**src/hw/sync_ctrl_defs.vh**
```
// register offsets, field positions, masks, reset values and criterion codes for the sync control block
`ifndef SYNC_CTRL_DEFS_VH
`define SYNC_CTRL_DEFS_VH

// register offsets (byte addresses on the register port)
`define OFS_IO_CTRL      8'ha2
`define OFS_MISC_A       8'ha3
`define OFS_ADJ_PROG     8'ha4
`define OFS_MISC_B       8'ha6
`define OFS_OFFSET       8'ha7
`define OFS_WIN_LOW      8'ha8
`define OFS_WIN_HIGH     8'ha9
`define OFS_MF_PERIOD    8'haa
`define OFS_MF_PRESET    8'hab
`define OFS_ADJ_ACTUAL   8'hb5
`define OFS_MAIN         8'ha0
`define OFS_LOCK_STAT    8'hb8

// field positions
`define BIT_EAST_PWR     5
`define BIT_WEST_PWR     4
`define BIT_EAST_TERM    2
`define BIT_WEST_TERM    0
`define BIT_OSC_SYNC     6
`define BIT_RELOCK       4
`define BIT_LOCK_FLAG    7
`define BIT_MANUAL       5
`define BIT_SIDE_SEL     3
`define BIT_SYNC_EN      0

// writable masks; bits outside each mask read as zero
`define MASK_IO_CTRL     8'h35
`define MASK_MISC_A      8'h7f
`define MASK_MISC_B      8'h1f
`define MASK_MAIN        8'hff

// reset values
`define RST_IO_CTRL      8'h00
`define RST_MISC_A       8'h10
`define RST_MISC_B       8'h00
`define RST_BYTE         8'h00

// lock criterion codes
`define CRIT_BOTH        2'h0
`define CRIT_LATE        2'h1
`define CRIT_EARLY       2'h2
`define CRIT_EITHER      2'h3

`endif

```
**src/hw/sysref_multi_device_sync_ctrl.v**
```verilog
// register file and lock logic of the multiple-device synchronization unit
`timescale 1ns/100ps
`include "sync_ctrl_defs.vh"

// Contract
// - east buffer powered only when bit five set
// - west buffer powered only when bit four set
// - east termination active when bit two set
// - west termination active when bit zero set
// - oscillator sync only when bit six set
// - automatic mode starts search at programmed delay
// - manual mode applies programmed delay directly
// - relock after lockout when relock bit set
// - lock after qualify-count plus one consecutive equal checks
// - signed offset delays data flow in clocks
// - window low time from eight-bit value
// - window high time from eight-bit value
// - multiframe clock period from eight-bit value
// - multiframe clock delayed by preset after reference
// - applied adjust delay readable, read only
// - delay mode bit one manual, zero automatic
// - two-bit code picks the lock criterion
// - side select one east, zero west
// - lock flag bit seven set on lock
module sysref_multi_device_sync_ctrl #(
	parameter DW = 8                   // register and delay width
) (
	input  wire          clk,                     // dac clock, 100 MHz
	input  wire          rst,                     // asynchronous reset, active high
	// register port
	input  wire [7:0]    reg_addr,                // register address
	input  wire [DW-1:0] reg_wdata,               // register write data
	input  wire          reg_wr,                  // write strobe, one cycle
	input  wire          reg_rd,                  // read strobe, one cycle
	output reg  [DW-1:0] reg_rdata_r,             // read data, valid cycle after strobe
	// reference lines and detector conditions
	input  wire          east_ref_in,             // east alignment reference, synchronous
	input  wire          west_ref_in,             // west alignment reference, synchronous
	input  wire          early_det,               // detector early condition
	input  wire          late_det,                // detector late condition
	input  wire          start_early_det,         // detector start-early condition
	input  wire          start_late_det,          // detector start-late condition
	input  wire          lockout,                 // detector reports lockout
	input  wire          data_in_valid,           // sample strobe entering data path
	// pin controls, pulses and status
	output reg           east_ref_buffer_power,   // east input buffer power
	output reg           west_ref_buffer_power,   // west input buffer power
	output reg           east_ref_termination_on, // east termination enable
	output reg           west_ref_termination_on, // west termination enable
	output reg           osc_sync_pulse_r,        // oscillator synchronization pulse
	output reg           ref_pulse_r,             // internal reference pulse
	output reg           window_out_r,            // evaluation window level
	output reg           mf_clock_tick_r,         // multiframe clock boundary
	output reg           data_out_valid_r,        // sample strobe after offset delay
	output reg  [DW-1:0] applied_adjust_delay,    // adjustment delay in use
	output reg           sync_locked_flag         // lock achieved
);

	// lock state codes, binary
	// out is the locked-out wait
	localparam [1:0] ST_IDLE   = 2'h0;   // sync disabled
	localparam [1:0] ST_SEARCH = 2'h1;   // stepping adjustment delay
	localparam [1:0] ST_LOCKED = 2'h2;   // lock held
	localparam [1:0] ST_OUT    = 2'h3;   // locked out, waiting

	// one flop per clock of delay; 256 taps
	// cover the signed range around 128
	// area traded for a line that can hold
	// any number of strobes in flight
	localparam OFS_SPAN = 256;           // depth of offset delay line

	// register copies, reserved bits zero
	reg [DW-1:0] io_ctrl_r;       // buffer and termination controls
	reg [DW-1:0] misc_a_r;        // oscillator sync control
	reg [DW-1:0] adj_prog_r;      // programmed adjustment delay
	reg [DW-1:0] misc_b_r;        // relock and qualify count
	reg [DW-1:0] offset_r;        // signed data-flow offset
	reg [DW-1:0] win_low_r;       // window low time
	reg [DW-1:0] win_high_r;      // window high time
	reg [DW-1:0] mf_period_r;     // multiframe period
	reg [DW-1:0] mf_preset_r;     // multiframe preset
	reg [DW-1:0] main_r;          // enable, side, mode, criterion

	// lock machine and edge detector
	reg [1:0]    state_r;         // lock state
	reg [1:0]    state_nxt;       // next lock state
	reg [3:0]    qual_cnt_r;      // consecutive equal checks
	reg          ref_prev_r;      // selected input last clock
	// strobe history for the offset tap
	reg [OFS_SPAN-1:0] dline_r;   // valid delay line

	// decoded control fields
	// all taken live from the registers
	wire         sync_en   = main_r[`BIT_SYNC_EN];       // sync function enabled
	wire         manual    = main_r[`BIT_MANUAL];
	wire [1:0]   criterion = main_r[7:6];                // lock criterion code
	wire [3:0]   qual_need = misc_b_r[3:0];              // lock qualify count
	wire         relock_en = misc_b_r[`BIT_RELOCK];      // relock on lockout

	// timer results and decode outputs
	wire         win_level;                              // timer window
	wire         mf_tick;                                // timer multiframe tick
	reg          eq_check;                               // criterion met this clock
	reg          ref_sel;                                // selected reference input

	// selected reference side; a side change
	// while the new line is high reads as an
	// edge, so switch sides only when disabled
	always @* begin
		ref_sel = main_r[`BIT_SIDE_SEL] ? east_ref_in : west_ref_in;
	end

	// rising edge of the selected input becomes the internal reference pulse
	// last level resets low like an idle line,
	// so no false pulse follows reset
	// gated by the enable: an edge while disabled
	// never restarts the multiframe clock
	always @(posedge clk or posedge rst) begin
		if (rst) begin
			ref_prev_r  <= 1'b0;
			ref_pulse_r <= 1'b0;
		end else begin
			ref_prev_r  <= ref_sel;
			ref_pulse_r <= sync_en & ref_sel & ~ref_prev_r;
		end
	end

	// lock criterion decode
	// one level test per code, no history
	always @* begin
		case (criterion)
			`CRIT_BOTH:   eq_check = early_det & late_det;
			`CRIT_LATE:   eq_check = late_det;
			`CRIT_EARLY:  eq_check = early_det;
			`CRIT_EITHER: eq_check = (start_early_det & late_det) |
			                         (start_late_det & early_det);
			default:      eq_check = 1'b0;
		endcase
	end

	// checks are only evaluated while the window is high
	// and only at multiframe boundaries, so a
	// long period also slows the search
	// a zero qualify count locks on first match
	wire check_now = win_level & mf_tick;       // one evaluation per multiframe in window
	wire qual_done = (qual_cnt_r >= qual_need);  // enough equal checks seen

	// lock state next value
	// disable returns to idle from any state;
	// a lockout without relock parks the
	// machine until it is disabled again
	always @* begin
		state_nxt = state_r;
		case (state_r)
			ST_IDLE:   if (sync_en) state_nxt = ST_SEARCH;
			ST_SEARCH: if (!sync_en) state_nxt = ST_IDLE;
			           else if (check_now & eq_check & qual_done) state_nxt = ST_LOCKED;
			ST_LOCKED: if (!sync_en) state_nxt = ST_IDLE;
			           else if (lockout) state_nxt = ST_OUT;
			ST_OUT:    if (!sync_en) state_nxt = ST_IDLE;
			           else if (relock_en) state_nxt = ST_SEARCH;
			default:   state_nxt = ST_IDLE;
		endcase
	end

	// lock state, qualify count and applied delay
	// the applied delay wraps past 255 in
	// a long search and keeps stepping
	// a mismatch zeroes the qualify count
	always @(posedge clk or posedge rst) begin
		if (rst) begin
			state_r              <= ST_IDLE;
			qual_cnt_r           <= 4'h0;
			applied_adjust_delay <= `RST_BYTE;
			sync_locked_flag     <= 1'b0;
		end else begin
			state_r          <= state_nxt;
			sync_locked_flag <= (state_nxt == ST_LOCKED);
			if (manual) begin
				// manual mode never steps the delay
				applied_adjust_delay <= adj_prog_r;
				// a fresh search qualifies from zero
				if (state_r != ST_SEARCH || state_nxt != ST_SEARCH)
					qual_cnt_r <= 4'h0;
			end else if (state_r != ST_SEARCH || state_nxt != ST_SEARCH) begin
				// entering a search reloads the start point; leaving one keeps the delay
				if (state_nxt == ST_SEARCH)
					applied_adjust_delay <= adj_prog_r;
				qual_cnt_r <= 4'h0;
			end else if (check_now) begin
				if (eq_check) begin
					// qualify counter saturates; a zero count locks on first match
					if (qual_cnt_r != 4'hf)
						qual_cnt_r <= qual_cnt_r + 1'b1;
				end else begin
					// no match: restart qualification and try the next delay
					qual_cnt_r           <= 4'h0;
					applied_adjust_delay <= applied_adjust_delay + 1'b1;
				end
			end
			// manual search still counts matches
			if (manual && check_now && state_r == ST_SEARCH && state_nxt == ST_SEARCH)
				qual_cnt_r <= eq_check ? ((qual_cnt_r != 4'hf) ? qual_cnt_r + 1'b1 : qual_cnt_r)
				                       : 4'h0;
		end
	end

	// pin controls follow their register bits
	// one flop between register and pin, so
	// a pin follows its write by one clock
	// pins come up off and unterminated
	always @(posedge clk or posedge rst) begin
		if (rst) begin
			east_ref_buffer_power   <= 1'b0;
			west_ref_buffer_power   <= 1'b0;
			east_ref_termination_on <= 1'b0;
			west_ref_termination_on <= 1'b0;
			osc_sync_pulse_r        <= 1'b0;
		end else begin
			east_ref_buffer_power   <= io_ctrl_r[`BIT_EAST_PWR];
			west_ref_buffer_power   <= io_ctrl_r[`BIT_WEST_PWR];
			east_ref_termination_on <= io_ctrl_r[`BIT_EAST_TERM];
			west_ref_termination_on <= io_ctrl_r[`BIT_WEST_TERM];
			// oscillator resync on each reference pulse only when enabled
			osc_sync_pulse_r <= misc_a_r[`BIT_OSC_SYNC] & ref_pulse_r;
		end
	end

	// data-flow offset: delay line tapped at 128 plus the signed offset
	// gives -128..127 relative to the nominal latency of 130 clocks
	// flipping the sign bit maps the signed
	// offset to a tap index with no adder
	// an offset change with strobes in flight
	// may drop or repeat several of them
	wire [DW-1:0] tap = offset_r ^ 8'h80;
	always @(posedge clk or posedge rst) begin
		if (rst) begin
			dline_r          <= {OFS_SPAN{1'b0}};
			data_out_valid_r <= 1'b0;
		end else begin
			dline_r          <= {dline_r[OFS_SPAN-2:0], data_in_valid};
			data_out_valid_r <= dline_r[tap];
		end
	end

	// timer outputs registered once more so all ports come from flops
	// the lock logic uses the timer's own
	// outputs, one clock ahead of the pins
	always @(posedge clk or posedge rst) begin
		if (rst) begin
			window_out_r    <= 1'b0;
			mf_clock_tick_r <= 1'b0;
		end else begin
			window_out_r    <= win_level;
			mf_clock_tick_r <= mf_tick;
		end
	end

	// period and preset counts are read live,
	// so reprogram them only while disabled
	// the window is held low while disabled
	sync_window_timer #(
		.W (DW)
	) u_timer (
		.clk       (clk),
		.rst       (rst),
		.run       (sync_en),
		.win_low   (win_low_r),
		.win_high  (win_high_r),
		.mf_period (mf_period_r),
		.mf_preset (mf_preset_r),
		.ref_pulse (ref_pulse_r),
		.window_r  (win_level),
		.mf_tick_r (mf_tick)
	);

	// register writes; reserved bits are masked so they stay zero
	// status addresses fall into the default
	// branch, so writes to them are dropped
	always @(posedge clk or posedge rst) begin
		if (rst) begin
			io_ctrl_r   <= `RST_IO_CTRL;
			misc_a_r    <= `RST_MISC_A;
			adj_prog_r  <= `RST_BYTE;
			misc_b_r    <= `RST_MISC_B;
			offset_r    <= `RST_BYTE;
			win_low_r   <= `RST_BYTE;
			win_high_r  <= `RST_BYTE;
			mf_period_r <= `RST_BYTE;
			mf_preset_r <= `RST_BYTE;
			main_r      <= `RST_BYTE;
		end else if (reg_wr) begin
			case (reg_addr)
				`OFS_IO_CTRL:   io_ctrl_r   <= reg_wdata & `MASK_IO_CTRL;
				`OFS_MISC_A:    misc_a_r    <= reg_wdata & `MASK_MISC_A;
				`OFS_ADJ_PROG:  adj_prog_r  <= reg_wdata;
				`OFS_MISC_B:    misc_b_r    <= reg_wdata & `MASK_MISC_B;
				`OFS_OFFSET:    offset_r    <= reg_wdata;
				`OFS_WIN_LOW:   win_low_r   <= reg_wdata;
				`OFS_WIN_HIGH:  win_high_r  <= reg_wdata;
				`OFS_MF_PERIOD: mf_period_r <= reg_wdata;
				`OFS_MF_PRESET: mf_preset_r <= reg_wdata;
				`OFS_MAIN:      main_r      <= reg_wdata & `MASK_MAIN;
				default:        ; // writes elsewhere are ignored
			endcase
		end
	end

	// register reads; unmapped addresses read zero
	// data is registered and holds until
	// the next read strobe
	// reading status has no side effect
	always @(posedge clk or posedge rst) begin
		if (rst) begin
			reg_rdata_r <= `RST_BYTE;
		end else if (reg_rd) begin
			case (reg_addr)
				`OFS_IO_CTRL:    reg_rdata_r <= io_ctrl_r;
				`OFS_MISC_A:     reg_rdata_r <= misc_a_r;
				`OFS_ADJ_PROG:   reg_rdata_r <= adj_prog_r;
				`OFS_MISC_B:     reg_rdata_r <= misc_b_r;
				`OFS_OFFSET:     reg_rdata_r <= offset_r;
				`OFS_WIN_LOW:    reg_rdata_r <= win_low_r;
				`OFS_WIN_HIGH:   reg_rdata_r <= win_high_r;
				`OFS_MF_PERIOD:  reg_rdata_r <= mf_period_r;
				`OFS_MF_PRESET:  reg_rdata_r <= mf_preset_r;
				`OFS_MAIN:       reg_rdata_r <= main_r;
				`OFS_ADJ_ACTUAL: reg_rdata_r <= applied_adjust_delay;
				`OFS_LOCK_STAT:  reg_rdata_r <= {sync_locked_flag, 7'h00};
				default:         reg_rdata_r <= `RST_BYTE;
			endcase
		end
	end

endmodule // sysref_multi_device_sync_ctrl

```
**src/hw/sync_window_timer.v**
```verilog
// evaluation window and multiframe clock timing generator
`timescale 1ns/100ps
module sync_window_timer #(
	parameter W = 8                  // width of the period counts
) (
	input  wire         clk,          // dac clock
	input  wire         rst,          // asynchronous reset, active high
	input  wire         run,          // timing runs while high
	input  wire [W-1:0] win_low,      // window low time in clocks
	input  wire [W-1:0] win_high,     // window high time in clocks
	input  wire [W-1:0] mf_period,    // multiframe clock period in clocks
	input  wire [W-1:0] mf_preset,    // multiframe clock delay after ref
	input  wire         ref_pulse,    // internal reference pulse
	output reg          window_r,     // evaluation window level
	output reg          mf_tick_r     // multiframe clock boundary pulse
);

	reg [W-1:0] win_cnt_r;        // clocks left in current window phase
	reg [W-1:0] mf_cnt_r;         // position inside multiframe period
	reg [W-1:0] pre_cnt_r;        // preset countdown after a ref pulse
	reg         pre_busy_r;       // preset countdown running

	// window alternates low and high phases; zero times count as one clock
	always @(posedge clk or posedge rst) begin
		if (rst) begin
			window_r  <= 1'b0;
			win_cnt_r <= {W{1'b0}};
		end else if (!run) begin
			window_r  <= 1'b0;
			win_cnt_r <= win_low;
		end else if (win_cnt_r == {W{1'b0}}) begin
			window_r  <= ~window_r;
			win_cnt_r <= window_r ? win_low : win_high;
		end else begin
			win_cnt_r <= win_cnt_r - 1'b1;
		end
	end

	// multiframe counter restarts preset plus one clocks after each reference pulse
	always @(posedge clk or posedge rst) begin
		if (rst) begin
			mf_cnt_r   <= {W{1'b0}};
			pre_cnt_r  <= {W{1'b0}};
			pre_busy_r <= 1'b0;
			mf_tick_r  <= 1'b0;
		end else begin
			mf_tick_r <= 1'b0;
			if (ref_pulse) begin
				pre_cnt_r  <= mf_preset;
				pre_busy_r <= 1'b1;
			end else if (pre_busy_r) begin
				if (pre_cnt_r == {W{1'b0}}) begin
					pre_busy_r <= 1'b0;
					mf_cnt_r   <= {W{1'b0}};
					mf_tick_r  <= 1'b1;
				end else begin
					pre_cnt_r <= pre_cnt_r - 1'b1;
				end
			end else if (run) begin
				// period value is the last count index, so a zero period ticks every clock
				if (mf_cnt_r >= mf_period) begin
					mf_cnt_r  <= {W{1'b0}};
					mf_tick_r <= 1'b1;
				end else begin
					mf_cnt_r <= mf_cnt_r + 1'b1;
				end
			end
		end
	end

endmodule // sync_window_timer

```
**config.mk**
```make
export PLATFORM = sky130hd
export DESIGN_NAME = sysref_multi_device_sync_ctrl
export DESIGN_NICKNAME = d
export VERILOG_FILES = /design/src/hw/sysref_multi_device_sync_ctrl.v /design/src/hw/sync_window_timer.v
export VERILOG_INCLUDE_DIRS = /design/src /design/src/hw
export SDC_FILE = /design/constraint.sdc
export NUM_CORES = 1
export LEC_CHECK = 0
export ABC_AREA = 1
export BUFFER_PORTS_ARGS = -buffer_cell sky130_fd_sc_hd__buf_2
export CORE_ASPECT_RATIO = 0.75
export CORE_MARGIN = 10
export CORE_UTILIZATION = 50
export CTS_BUF_LIST = sky130_fd_sc_hd__clkbuf_8
export DETAILED_ROUTE_END_ITERATION = 8
export MAX_ROUTING_LAYER = met4
export PLACE_DENSITY = 0.66
export SLEW_MARGIN = 10
export SYNTH_ARGS = -nofsm -noshare
export SYNTH_HDL_FRONTEND = slang
export SYNTH_SLANG_ARGS = --single-unit
```
**constraint.sdc**
```tcl
create_clock -name clk -period 15.3 [get_ports clk]
set_clock_uncertainty 0.15 [all_clocks]
set_input_delay 2.295 -clock clk [delete_from_list [all_inputs] [get_ports clk]]
set_output_delay 2.295 -clock clk [all_outputs]
set_load 0.01 [all_outputs]
```
==> results.cfg <==
[global_routing]
grt_usage_pct = 20.5
grt_pass1_vias = 11200
grt_pass1_wl_um = 62600
grt_remaining_overflow = 0
grt_max_degree = 201
antenna_found_initial = 0

[critical_path]
critPathTopFamily = buffers and inverters
slowest_delay_ns = 0.76
crit_path_top_delay_cell = buf_4
reg2reg_setup_slack_ns = 12.12
rr_worst_depth = 12
worstPathCellList = buf_2 -> inv_8 -> buf_4 -> buf_12
arrival_ns = 4.81
critPathRequiredTime_ns = 15.61
path_max_fanout = 200
crit_type = primary input to async pin
critPathLaunchType = primary input
reg2reg_from = offset_r[0]
critPathCaptureType = async pin
worst_r2r_endpoint = data_out_valid_r
critical_path_buf_inv_count = 4

[synth]
async_flop_share_pct = 100
synth_compound_area_share_pct = 6.39
synth_fa_ha_area_share_pct = 1.45
yosysSeqAreaShare_pct = 62.4
ys_warn_count = 0
synth.distinct_cells = 49
yosys_most_used_dff = dfrtp_1
synth_top_family_by_area = simple AND/OR/NAND/NOR gates
synth_edf_count = 0
synth-seq-cells = 388
synthSimpleGateAreaFrac_pct = 24.4
syn_inst = 1637
syn-num-nets = 1683
muxShareOfSynthArea_pct = 0
netlist_area_mm2 = 0.0156
synth-xor-area-share_pct = 0.957
synth.avg_cell_area_um2 = 9.51

[detailed_routing]
vias = 11700
wl_um = 38400
drt-pass1-iter-count = 6
drt_iter0_markers = 1458
route.detailed.drc = 0
post_drt_via_cell_ratio = 5.46
post_drt_wl_per_cell_um = 18.0
ant_nets = 0

[sta]
slew_headroom_pct = 28.6
finalCritPeriodShare_pct = 29.4
fin_ws_ns = 10.80
fmax_mhz = 222
fin_tns_setup_ns = 0
worst_slew_pin_slew_ns = 1.07
hold_violations = 0
drv_slew = 0
fin_crit_ns = 4.50
setup_viol = 0
rsz0062_at_grt = false

[cts]
cts_tree = done
clkSlewWorstSetupHoldPaths_ns = 0.07
cts_resized = 0
cts_buffer_depth = 3
insertion_delay_ns = 0.63
cts_root_buffer = clkbuf_8
cts_htree_levels = 2
post_cts_buffers = 0
ctsHoldBuffers = 0
cts_made_buffers = 59
cts_sinks = 388

[floorplanning]
die_w_um = 224
initial_utilization_pct = 51.2
dieHeight_um = 173
pin_count = 54
rows = 55
die_area_mm2 = 0.0387
coreArea_mm2 = 0.0304

[hold_path]
hp-class = flip-flop to flip-flop
hold_start = dline_r[76]
hold_depth = 0
holdPathEnd = dline_r[77]

[outcome]
status = complete, no violations

[final_layout]
num-fill-cells = 2714
antennaDiodeCount = 0
largest_register_ffs = 256
nNetsFinal = 1740
largest_register = dline_r
area_growth_pct = 11.7
multiInputGateArea_mm2 = 0.00517
register_area_mm2 = 0.00972
drive_gt1_share_pct = 11.2

[placed_design]
post-place-ws_ns = 10.09
routabilityCongestion = 0.923
dp_hpwl_um = 23600
portBuffers = 53

[run]
max_cap_viol_count = 0

[power]
ir_drop_uv = 75.6
power_density_mw_per_mm2 = 128
leakage_nw = 8.45
==> cell usage after synthesis, types with 7 or more instances <==
cell type / instances / area share, %
nand2_1: 491 / 12
nand2_2: 9 / 0.36
dfrtp_1: 387 / 62
clkbuf_1: 15 / 0.36
o21ai_0: 100 / 3.2
nor2_1: 48 / 1.2
xor2_1: 12 / 0.68
nor3_1: 7 / 0.23
o21ai_1: 7 / 0.23
inv_1: 94 / 2.3
a21oi_1: 16 / 0.51
buf_1: 15 / 0.36
ha_1: 18 / 1.4
buf_2: 35 / 1.1
o22ai_1: 15 / 0.60
nand3_1: 294 / 9.5
o21ai_2: 8 / 0.45
==> how the worst max path moves through the flow <==
stage / endpoint / cells past startpoint / startpoint
floorplan: adj_prog_r[0] / 1 / rst
global placement: offset_r[0] / 4 / rst
detailed placement: offset_r[0] / 4 / rst
CTS: offset_r[0] / 4 / rst
global route: offset_r[0] / 4 / rst
finish: offset_r[0] / 4 / rst
==> worst register-to-register path, stage by stage, from the launching register on <==
cell     delay (ns)
dfrtp_4        0.67
inv_4          0.50
buf_4          0.79
nand2_1        0.15
nand3_1        0.11
nand3_1        0.10
nand3_1        0.12
nand3_1        0.08
nand2_1        0.16
nand2_1        0.08
nand3_1        0.09
nand3_1        0.07
nand2_1        0.06
==> layer usage <==
metal | track usage, % | part of all wire, % | routed length [µm] | vias up
met5 | - | 0 | 0 | -
met4 | 5.20 | 1.5 | 577 | 0
met2 | 26.2 | 40 | 15500 | 358
met3 | 4.85 | 7.9 | 3050 | 53
met1 | 31.5 | 50 | 19200 | 5722
li1 | - | - | - | 5528
==> cell type report <==
cell class              instances  share of cell area [%]
flip-flops and latches        388                    55.9
multi-input cells            1082                    29.8
clock buffers                  72                    5.70
well taps                     399                    2.87
inverters                     101                    2.27
repair buffers                 62                    1.99
clock inverters                33                    1.50
==> cells by family after synthesis <==
logic type                 count (synthesis)
AOI/OAI and AO/OA                        172
adders and majority gates                 18
xor gates and xnor gates                  17
DFF                                      388
buffers and inverters                    167
and+or+nand+nor                          875
==> per-stage QoR <==
stage / cells / power (W) / hold WS, ns / instance area (µm²) / util, %
4_1_cts: 2137 / 0.00224 / 0.218 / 17400 / 57.1
5_1_grt: 2137 / 0.00232 / 0.224 / 17400 / 57.1
6_report: 2137 / 0.00222 / 0.204 / 17400 / 57.1
3_3_place_gp: 2032 / 0.00133 / 0.205 / 16100 / 53.0
3_5_place_dp: 2032 / 0.00133 / 0.208 / 16100 / 53.0
2_1_floorplan: 1637 / 0.00126 / 0.204 / 15600 / -
==> report_power, final <==
group	internal (W)	switching, W
Clock	0.000494	0.000410
Combinational	0.0000662	0.000149
Sequential	0.00106	0.0000382
Total	0.00162	0.000597
==> cells in the final DEF, fill, tap and decap left out, drive strengths merged <==
| cell | n |
|---|---|
| nand2 | 502 |
| dfrtp | 387 |
| nand3 | 297 |
| o21ai | 116 |
| inv | 111 |
| clkbuf | 72 |
| buf | 62 |
| nor2 | 53 |
| ha | 18 |
| clkinv | 18 |
| a21oi | 17 |
| o22ai | 15 |
| xor2 | 12 |
| nor3 | 8 |
| nand4 | 6 |
| xnor2 | 5 |
| nand3b | 4 |
| a22oi | 4 |
| bufinv | 4 |
| o21bai | 3 |
| a31oi | 3 |
| o32ai | 3 |
| or2 | 2 |
| a211oi | 2 |
| o211a | 2 |
| and3 | 2 |
| o21a | 1 |
| a221oi | 1 |
| nor3b | 1 |
| o211ai | 1 |
| a21boi | 1 |
| o221ai | 1 |
| o2bb2ai | 1 |
| a32oi | 1 |
| clkinvlp | 1 |
| dfstp | 1 |
Power figures use the tool's default switching activity.
